===== src/inc/ebm_regs.svh =====
// timing and field constants of the external byte memory port
// assumes inclusion by bare name from core files
`ifndef EBM_REGS_SVH
`define EBM_REGS_SVH
`define EBM_CLK_MHZ 100
`define EBM_SETUP_NS 20
`define EBM_STROBE_NS 60
`define EBM_HOLD_NS 20
`define EBM_SETUP_CYC ((`EBM_SETUP_NS * `EBM_CLK_MHZ + 999) / 1000)
`define EBM_STROBE_CYC ((`EBM_STROBE_NS * `EBM_CLK_MHZ + 999) / 1000)
`define EBM_HOLD_CYC ((`EBM_HOLD_NS * `EBM_CLK_MHZ + 999) / 1000)
`define EBM_SEL_UPPER_BIT 3
`define EBM_SEL_LOWER_BIT 2
`define EBM_RD_BIT 0
`define EBM_WR_BIT 1
`define EBM_ROM_MSB_BIT 0
`define EBM_RDATA_RST 8'h00
`endif


===== src/inc/ebm_pkg.sv =====
// types of the external byte memory port
// assumes nothing beyond a SystemVerilog compiler
package ebm_pkg;
  typedef enum logic [2:0] {
    EBM_IDLE = 3'b000,
    EBM_SETUP = 3'b001,
    EBM_STROBE = 3'b010,
    EBM_HOLD = 3'b011,
    EBM_DONE = 3'b100
  } ebm_state_e;
  typedef logic [3:0] ebm_cnt_t;
endpackage


===== src/core/ebm_port.sv =====
// external byte memory port: one byte read or write per transfer request
// assumes port registers live outside; this block muxes the shared pins

`include "ebm_regs.svh"

module ebm_port (
  input wire logic clock,
  input wire logic sys_rst,
  input wire logic byte_transfer_instruction,
  input wire logic xfer_write,
  input wire logic [15:0] xfer_address,
  input wire logic [7:0] xfer_wdata,
  output logic xfer_busy,
  output logic xfer_done,
  output logic xfer_refused,
  output logic [7:0] xfer_rdata,
  input wire logic voice_busy,
  input wire logic voice_ext_mem,
  input wire logic [2:0] voice_upper_address,
  output logic voice_blocked,
  input wire logic address_ports_secondary_sel,
  input wire logic strobe_port_secondary_sel,
  input wire logic data_ports_secondary_sel,
  input wire logic [15:0] addr_port_out,
  input wire logic [15:0] addr_port_oe,
  input wire logic [7:0] data_port_out,
  input wire logic [7:0] data_port_oe,
  input wire logic [3:0] port8_output_data,
  input wire logic [3:0] port8_direction,
  input wire logic [3:0] portf_output_data,
  input wire logic [3:0] portf_direction,
  output logic [15:0] addr_pin_o,
  output logic [15:0] addr_pin_oe,
  input wire logic [7:0] data_pin_i,
  output logic [7:0] data_pin_o,
  output logic [7:0] data_pin_oe,
  output logic [3:0] port8_pin_o,
  output logic [3:0] port8_pin_oe,
  output logic [3:0] portf_pin_o,
  output logic [3:0] portf_pin_oe,
  output logic rom_req,
  output logic [16:0] rom_address,
  input wire logic [7:0] rom_rdata,
  output logic ports_locked
);
  localparam ebm_pkg::ebm_cnt_t SETUP_CYC = 4'(`EBM_SETUP_CYC);
  localparam ebm_pkg::ebm_cnt_t STROBE_CYC = 4'(`EBM_STROBE_CYC);
  localparam ebm_pkg::ebm_cnt_t HOLD_CYC = 4'(`EBM_HOLD_CYC);

  ebm_pkg::ebm_state_e state_r, state_nxt;
  ebm_pkg::ebm_cnt_t cnt_r, cnt_nxt;
  logic write_r, write_nxt;
  logic rom_r, rom_nxt;
  logic [16:0] addr_r, addr_nxt;
  logic [7:0] wdata_r, wdata_nxt;
  logic [7:0] rdata_r, rdata_nxt;
  logic [2:0] dsync_r [8];
  logic [7:0] data_in;
  logic done_r, done_nxt;
  logic refused_r, refused_nxt;
  logic sel_upper, sel_lower, sel_rom, sel_ext, sel_valid;
  logic active, rd_strobe, wr_strobe;
  logic ext_active, drive_addr, drive_data;
  logic rd_pin_n, wr_pin_n;
  logic rd_capture, start_bad;

  // three-stage sync of data pins; a change counts when stages 2 and 3 agree
  genvar gi;
  generate
    for (gi = 0; gi < 8; gi++) begin : g_dsync
      logic [2:0] sync_nxt;
      logic filt_r, filt_nxt;
      always_comb begin
        sync_nxt = {dsync_r[gi][1:0], data_pin_i[gi]};
        filt_nxt = filt_r;
        if (dsync_r[gi][1] == dsync_r[gi][2]) begin
          filt_nxt = dsync_r[gi][2];
        end
      end
      always_ff @(posedge clock or posedge sys_rst) begin
        if (sys_rst) begin
          dsync_r[gi] <= 3'h0;
          filt_r <= 1'b0;
        end else begin
          dsync_r[gi] <= sync_nxt;
          filt_r <= filt_nxt;
        end
      end
      assign data_in[gi] = filt_r;
    end
  endgenerate

  always_comb begin
    sel_upper = port8_output_data[`EBM_SEL_UPPER_BIT];
    sel_lower = port8_output_data[`EBM_SEL_LOWER_BIT];
    sel_rom = !sel_upper && sel_lower;
    sel_ext = sel_upper && sel_lower;
    sel_valid = sel_rom || sel_ext;
    active = (state_r != ebm_pkg::EBM_IDLE) && (state_r != ebm_pkg::EBM_DONE);
    rd_strobe = (state_r == ebm_pkg::EBM_STROBE) && !write_r;
    wr_strobe = (state_r == ebm_pkg::EBM_STROBE) && write_r && !rom_r;
    ext_active = active && !rom_r;
    drive_addr = ext_active && address_ports_secondary_sel;
    drive_data = ext_active && data_ports_secondary_sel;
    // rom reads leave the external read strobe idle
    rd_pin_n = !(rd_strobe && !rom_r);
    wr_pin_n = !wr_strobe;
    rd_capture = (state_r == ebm_pkg::EBM_STROBE) && (cnt_r == 4'h1) && !write_r;
    // voice access running, bad select, or write into rom
    start_bad = voice_busy || !sel_valid || (sel_rom && xfer_write);
  end

  // transfer sequencer: setup, strobe, hold, then wait for request drop

  always_comb begin
    state_nxt = state_r;
    cnt_nxt = cnt_r;
    write_nxt = write_r;
    rom_nxt = rom_r;
    addr_nxt = addr_r;
    wdata_nxt = wdata_r;
    done_nxt = 1'b0;
    refused_nxt = 1'b0;
    unique case (state_r)
      ebm_pkg::EBM_IDLE: begin
        if (byte_transfer_instruction) begin
          // no start during voice access; bad select or rom write refused
          if (start_bad) begin
            refused_nxt = 1'b1;
          end else begin
            rom_nxt = sel_rom;
            write_nxt = xfer_write;
            // rom address bit 16 from port f bit 0
            addr_nxt = {sel_rom & portf_output_data[`EBM_ROM_MSB_BIT], xfer_address};
            wdata_nxt = xfer_wdata;
            cnt_nxt = SETUP_CYC;
            state_nxt = ebm_pkg::EBM_SETUP;
          end
        end
      end
      ebm_pkg::EBM_SETUP: begin
        if (cnt_r == 4'h1) begin
          cnt_nxt = STROBE_CYC;
          state_nxt = ebm_pkg::EBM_STROBE;
        end else begin
          cnt_nxt = cnt_r - 4'h1;
        end
      end
      ebm_pkg::EBM_STROBE: begin
        if (cnt_r == 4'h1) begin
          cnt_nxt = HOLD_CYC;
          state_nxt = ebm_pkg::EBM_HOLD;
        end else begin
          cnt_nxt = cnt_r - 4'h1;
        end
      end
      ebm_pkg::EBM_HOLD: begin
        if (cnt_r == 4'h1) begin
          done_nxt = 1'b1;
          state_nxt = ebm_pkg::EBM_DONE;
        end else begin
          cnt_nxt = cnt_r - 4'h1;
        end
      end
      ebm_pkg::EBM_DONE: begin
        // single byte cycle; wait for request to drop
        if (!byte_transfer_instruction) begin
          state_nxt = ebm_pkg::EBM_IDLE;
        end
      end
    endcase
  end

  always_ff @(posedge clock or posedge sys_rst) begin
    if (sys_rst) begin
      state_r <= ebm_pkg::EBM_IDLE;
      cnt_r <= 4'h0;
      write_r <= 1'b0;
      rom_r <= 1'b0;
      addr_r <= 17'h00000;
      wdata_r <= 8'h00;
      done_r <= 1'b0;
      refused_r <= 1'b0;
    end else begin
      state_r <= state_nxt;
      cnt_r <= cnt_nxt;
      write_r <= write_nxt;
      rom_r <= rom_nxt;
      addr_r <= addr_nxt;
      wdata_r <= wdata_nxt;
      done_r <= done_nxt;
      refused_r <= refused_nxt;
    end
  end

  // read byte register: rom or synced pins at the strobe's last cycle
  always_comb begin
    rdata_nxt = rdata_r;
    if (rd_capture) begin
      // taken at strobe trailing edge; same timing for rom
      rdata_nxt = rom_r ? rom_rdata : data_in;
    end
  end

  always_ff @(posedge clock or posedge sys_rst) begin
    if (sys_rst) begin
      rdata_r <= `EBM_RDATA_RST;
    end else begin
      rdata_r <= rdata_nxt;
    end
  end

  // status outputs
  assign xfer_busy = active;
  assign xfer_done = done_r;
  assign xfer_refused = refused_r;
  assign xfer_rdata = rdata_r;
  assign voice_blocked = active;
  assign rom_req = active && rom_r;
  assign rom_address = addr_r;
  assign ports_locked = sel_rom;

  // address pins
  always_comb begin
    // ports follow their own settings outside transfers while rom is not selected
    addr_pin_o = addr_port_out;
    addr_pin_oe = addr_port_oe;
    if (sel_rom) begin
      // access ports unavailable as ordinary ports
      addr_pin_oe = 16'h0000;
    end
    if (drive_addr) begin
      addr_pin_o = addr_r[15:0];
      addr_pin_oe = 16'hffff;
    end
  end

  // data pins
  always_comb begin
    data_pin_o = data_port_out;
    data_pin_oe = data_port_oe;
    if (sel_rom) begin
      data_pin_oe = 8'h00;
    end
    if (drive_data) begin
      data_pin_o = wdata_r;
      data_pin_oe = {8{write_r}};
    end
  end

  // strobe port
  always_comb begin
    port8_pin_o = port8_output_data;
    port8_pin_oe = port8_direction;
    if (strobe_port_secondary_sel) begin
      // strobe role held whenever selected; active low
      port8_pin_o[`EBM_RD_BIT] = rd_pin_n;
      port8_pin_o[`EBM_WR_BIT] = wr_pin_n;
      port8_pin_oe[`EBM_RD_BIT] = 1'b1;
      port8_pin_oe[`EBM_WR_BIT] = 1'b1;
    end
  end

  // port f: upper voice address while voice uses external memory
  always_comb begin
    portf_pin_o = portf_output_data;
    portf_pin_oe = portf_direction;
    if (voice_ext_mem) begin
      portf_pin_o[2:0] = voice_upper_address;
      portf_pin_oe[2:0] = 3'h7;
    end
  end
endmodule


===== config.mk =====
export PLATFORM = sky130hd
export DESIGN_NAME = ebm_port
export DESIGN_NICKNAME = d
export VERILOG_FILES = /design/src/inc/ebm_pkg.sv /design/src/core/ebm_port.sv
export VERILOG_INCLUDE_DIRS = /design/src /design/src/inc
export SDC_FILE = /design/constraint.sdc
export NUM_CORES = 1
export LEC_CHECK = 0
export ABC_AREA = 1
export BUFFER_PORTS_ARGS = -buffer_cell sky130_fd_sc_hd__buf_2
export CAP_MARGIN = 0
export CORE_MARGIN = 2
export CORE_UTILIZATION = 44
export DETAILED_ROUTE_END_ITERATION = 8
export HOLD_SLACK_MARGIN = 0.1
export PLACE_DENSITY = 0.92
export SYNTH_ARGS = -nofsm -noshare
export SYNTH_HDL_FRONTEND = slang
export SYNTH_SLANG_ARGS = --single-unit
export TNS_END_PERCENT = 50

===== constraint.sdc =====
create_clock -name clock -period 2.55 [get_ports clock]
set_input_delay 0.1275 -clock clock [delete_from_list [all_inputs] [get_ports clock]]
set_output_delay 0.1275 -clock clock [all_outputs]
set_load 0.005 [all_outputs]

# --- After elaboration in Yosys (flattened, before gate mapping) ---
# Cells that the tools add are included.
totals:
  reg_bits: 76
  out_inout_bits: 95
  elab_cells: 107
classes:
  addsub: 1
  n_eq_ne: 21
  mux: 29
  n_bitwise: 2
  reduce_logical: 29
ops:
  columns: ["cell", "n"]
  rows:
  - ["two-way mux 16 bit", 3]
  - ["two-way mux 8 bit", 4]
  - ["two-way mux 3 bit", 8]
  - ["two-way mux 4 bit", 5]
  - ["case mux 4 bit (4 select lines)", 1]
  - ["case mux 3 bit (5 select lines)", 1]
  - ["logical AND 1 bit", 14]
  - ["inequality test 2 bit (second input constant)", 6]
  - ["== test 1 bit", 8]
  - ["== test 3 x 2 -> 1 bit (second input constant)", 2]
  - ["zero test 1 bit", 6]
  - ["AND reduction 6 bit", 1]
  - ["two-way mux 1 bit", 5]
  - ["== test 4 x 1 -> 1 bit (second input constant)", 1]
  - ["two-way mux 2 bit", 2]
  - ["AND reduction 4 bit", 1]
  - ["nonzero test 4 bit", 1]
  - ["subtractor 4 x 1 -> 4 bit (second input constant)", 1]
  - ["== test 3 x 1 -> 1 bit (second input constant)", 1]
  - ["== test 3 bit (second input constant)", 1]
  - ["zero test 3 bit", 1]
  - ["logical OR 1 bit", 3]
  - ["inequality test 3 bit (second input constant)", 1]
  - ["AND reduction 3 bit", 1]
  - ["4 further kinds", 4]

# --- Longest topological paths before layout ---
logic_depth:
  depth_word: 9
  mapped_depth: 8
  mapped_depth_nobuf: 8

# --- Worst setup path before layout ---
# Ideal clock, no wire load.
synth_path:
  kind: "register to register"
  start: "register cnt_r[1]"
  end: "register rdata_r[0], in the netlist xfer_rdata[0]"
  setup_time_ns: 0.076
  t_arrival_ns: 1.219
  slack_ns: 1.255
  path_stages_with_launch: 8
  path_buffers: 1
  period_less_slack_ns: 1.295
  path_cell_list: "dfrtp_1 -> inv_1 -> ha_1 -> nand2_2 -> nor3_4 -> buf_6 -> nand2_1 -> o21ai_1"
synth_between:
  elab_chain_len: 3
synth_rtl:
  columns: ["element", "line_no", "rtl"]
  rows:
  - ["from (decl)", "ebm_port.sv:51", "ebm_pkg::ebm_cnt_t cnt_r, cnt_nxt;"]
  - ["from (signal assigned)", "ebm_port.sv:186", "cnt_r <= cnt_nxt;"]
  - ["== test 4 x 1 -> 1 bit", "ebm_port.sv:108", "rd_capture = (state_r == ebm_pkg::EBM_STROBE) && (cnt_r == 4'h1) && !write_r;"]
  - ["logical AND 1 bit (2 in a row)", "ebm_port.sv:108", null]
  - ["to (signal assigned)", "ebm_port.sv:207", "rdata_r <= `EBM_RDATA_RST;"]
  - ["to (signal assigned)", "ebm_port.sv:209", "rdata_r <= rdata_nxt;"]
  - ["to (decl)", "ebm_port.sv:56", "logic [7:0] rdata_r, rdata_nxt;"]
# No other way between the ends.
# A chain may end at the register's enable or synchronous reset.

# --- Worst setup path in the final report ---
layout_path:
  start: "register rom_r"
  end: "output port addr_pin_o[8]"
layout_between:
  elab_chain_len: 4
layout_rtl:
  columns: ["element", "line_no", "rtl"]
  rows:
  - ["from (decl)", "ebm_port.sv:53", "logic rom_r, rom_nxt;"]
  - ["from (signal assigned)", "ebm_port.sv:188", "rom_r <= rom_nxt;"]
  - ["zero test 1 bit", "ebm_port.sv:102", "ext_active = active && !rom_r;"]
  - ["logical AND 1 bit", "ebm_port.sv:102", null]
  - ["logical AND 1 bit", "ebm_port.sv:103", "drive_addr = ext_active && address_ports_secondary_sel;"]
  - ["two-way mux 16 bit", "ebm_port.sv:232", "if (drive_addr) begin"]
  - ["to (decl)", "ebm_port.sv:32", "output logic [15:0] addr_pin_o,"]
# No other way between the ends.

==> results.py <==
metrics = {
    "power_and_ir_drop": {
        "powerDensity_nw_per_um2": 926,
        "power_uw": 4780,
        "p_leak_uw": 0.00290,
        "switching_share_pct": 41.3,
        "p_sw_uw": 1970,
        "clockPowerShare_pct": 18.1,
        "intPower_uw": 2810,
        "comb_power_share_pct": 43.4,
        "vdd_drop_max_uv": 472,
        "pwr-share-seq_pct": 38.5,
    },
    "clock_tree": {
        "cts-root-buf": "clkbuf_8",
        "clockBufferDepth": 2,
        "htree_num_levels": 3,
        "clock_latency_ns": 0.35,
        "cts_sinks": 76,
        "clk_pin_slew_ns": 0.08,
        "cts_tree": "yes",
        "cts_buffers": 9,
    },
    "routing": {
        "via_per_inst": 4.91,
        "routed-via-count": 3811,
        "drtPass1Iterations": 7,
        "routedWlPerCell_um": 14.7,
        "routed_wl_um": 11400,
        "drc_errors": 0,
        "ant_nets": 0,
        "dr.first_iter.drc_count": 180,
    },
    "logic_synthesis": {
        "synth-seq-area-share_pct": 52.9,
        "async_flop_share_pct": 100,
        "netlist_instances": 440,
        "synthesis.nets": 558,
        "synth_area_um2": 3590,
        "ys.flop_type": "dfrtp_1",
        "synth.distinct_cells": 26,
        "synth-seq-cells": 76,
        "synth_edf_count": 0,
        "yosysWarnings": 0,
        "syn_area_per_cell_um2": 8.17,
    },
    "status": {
        "status": "complete, no violations",
    },
    "placement": {
        "port_buffers": 202,
        "dp.cells": 721,
        "gp_congestion": 0.868,
        "place_hpwl_um": 7790,
        "placed_area_um2": 4580,
    },
    "die": {
        "fp.dieW_um": 94.4,
        "fp.dieArea_um2": 8910,
        "rows": 32,
        "io_pins": 211,
        "initial_core_util_pct": 46.0,
        "die_h_um": 94.4,
        "core_um2": 7810,
    },
    "timing": {
        "whs_ns": 0.113,
        "finalSetupTns_ns": 0,
        "fmax_ghz": 0.448,
        "drv_slew": 0,
        "setup_violations": 0,
        "fin_crit_ns": 2.23,
        "rsz0062_at_grt": "no",
        "tightest_slew_ns": 0.915,
        "hold_violations": 0,
        "slew_headroom_pct": 39.0,
        "clock_skew_ns": 0.00852,
        "post-route-period-util_pct": 87.6,
    },
    "global_routing": {
        "grt_max_degree": 77,
        "grt_pass1_wl_um": 17800,
        "grt_pass1_vias": 3776,
        "grt.overflow.total": 0,
        "grt_usage_pct": 25.9,
        "antenna_found_initial": 0,
    },
    "final_layout": {
        "layout_common_cells": "buf_2 (202), nand2_1 (163), dfrtp_1 (76)",
        "final_cells": 776,
        "nets": 786,
        "syn_to_final_growth_pct": 43.6,
        "final_area_um2": 5160,
        "mostFrequentLayoutCell": "buf_2",
        "drive_above_1_share_pct": 35.4,
        "fillers": 616,
    },
    "setup_path": {
        "cp_max_fo": 48,
        "critPathLaunchType": "flop",
        "arrival_ns": 2.11,
        "crit_type": "reg2out",
        "endpoint_kind": "primary output",
        "cp.required_ns": 2.42,
    },
    "flow_run": {
        "drv_cap": 0,
    },
    "hold_path": {
        "hold_path_class": "in2reg",
    },
}
cells by family (layout without fill, tap and decap cells):
family / count (synthesis) / after routing / synth area share, %
xor+xnor: 2 / 2 / 0.488
simple gates: 210 / 210 / 24.4
fa+ha+maj: 10 / 10 / 2.92
compound gates: 66 / 66 / 9.30
flops: 76 / 76 / 52.9
buf+inv: 76 / 309 / 9.96
other cells: 0 / 1 / 0
sequential cells by signal, indices dropped and copies added, names as in the netlist:
register	count
write_r	1
cnt_r	4
xfer_rdata	8
g_dsync.filt_r	8
dsync_r	24
rom_address	17
xfer_done	1
wdata_r	8
xfer_refused	1
rom_r	1
state_r	3
layer usage:
layer  GRT usage (%)  wire length, um  vias up
met1            30.3             4230     1755
met5               0                0        -
li1                -                -     1819
met4            10.7              357        0
met2            45.1             5980      199
met3            6.94              843       38
per-stage QoR:
stage / setup slack, ns / utilization (%)
after floorplan: 0.484 / -
after global placement: 0.621 / 58.7
after detailed placement: 0.471 / 58.7
after CTS: 0.0599 / 66.0
after global routing: 0.163 / 66.1
final: 0.317 / 66.1
cell usage after synthesis (2+ instances only):
cell	n	area, um^2
o21ai_1	49	245
nand2_2	2	12.5
buf_6	3	33.8
inv_2	4	15.0
inv_1	47	176
nand4_1	3	18.8
ha_1	2	25.0
buf_2	7	35.0
or2_2	5	31.3
maj3_1	8	80.1
a21oi_1	2	10.0
o21ai_0	13	65.1
nand3_1	13	65.1
buf_4	11	82.6
nor2_1	17	63.8
nand2_1	163	612
nor2_4	2	22.5
nand3_2	3	30.0
dfrtp_1	76	1900
clkbuf_1	4	15.0
path summary, 6_finish.rpt:
| kind | from | end | slack [ns] | depth (start not counted) |
|---|---|---|---|---|
| max in group asynchronous | sys_rst | xfer_rdata[2] | 1.38 | 4 |
| worst min register to register | dsync_r[3] | dsync_r[4] | 0.34 | 0 |
| min in group asynchronous | sys_rst | dsync_r[20] | 0.59 | 4 |
| worst min-delay path | rom_rdata[4] | xfer_rdata[4] | 0.11 | 5 |
| worst max register to register | state_r[0] | rom_r | 0.83 | 6 |
| worst max-delay path | rom_r | addr_pin_o[8] | 0.32 | 5 |
worst max-delay path: stages, from the launching register on:
cell and delay [ns]:
dfrtp_1 0.50, inv_2 0.27, nand3_4 0.45, nand2_1 0.26
o21ai_1 0.11, buf_2 0.15
final cells by class:
| class | instances | area, um^2 | area share (%) |
|---|---|---|---|
| multi-input cells | 288 | 1340 | 26.0 |
| inverters | 51 | 193 | 3.73 |
| clock buffers | 10 | 138 | 2.67 |
| well taps | 102 | 128 | 2.47 |
| repair buffers | 242 | 1410 | 27.3 |
| diodes | 1 | 2.50 | 0.0485 |
| flip-flops and latches | 76 | 1900 | 36.9 |
| clock inverters | 6 | 50.0 | 0.970 |
timing repair:
action,in CTS,in global routing
endpoints found under the setup margin,0,31
hold buffers,38,0
resized for setup,0,1
hold endpoints to repair,113,0
setup buffers,0,0
power groups by stage:
stage	registers (uW)	clock network [uW]	logic (uW)
final	1840	867	2070
after global routing	1880	947	2320
after CTS	1830	898	2020
after detailed placement	1840	0	1970
after global placement	1820	0	1860
after floorplan	1800	0	1200
No activity file was read; power rests on OpenSTA's default activity.
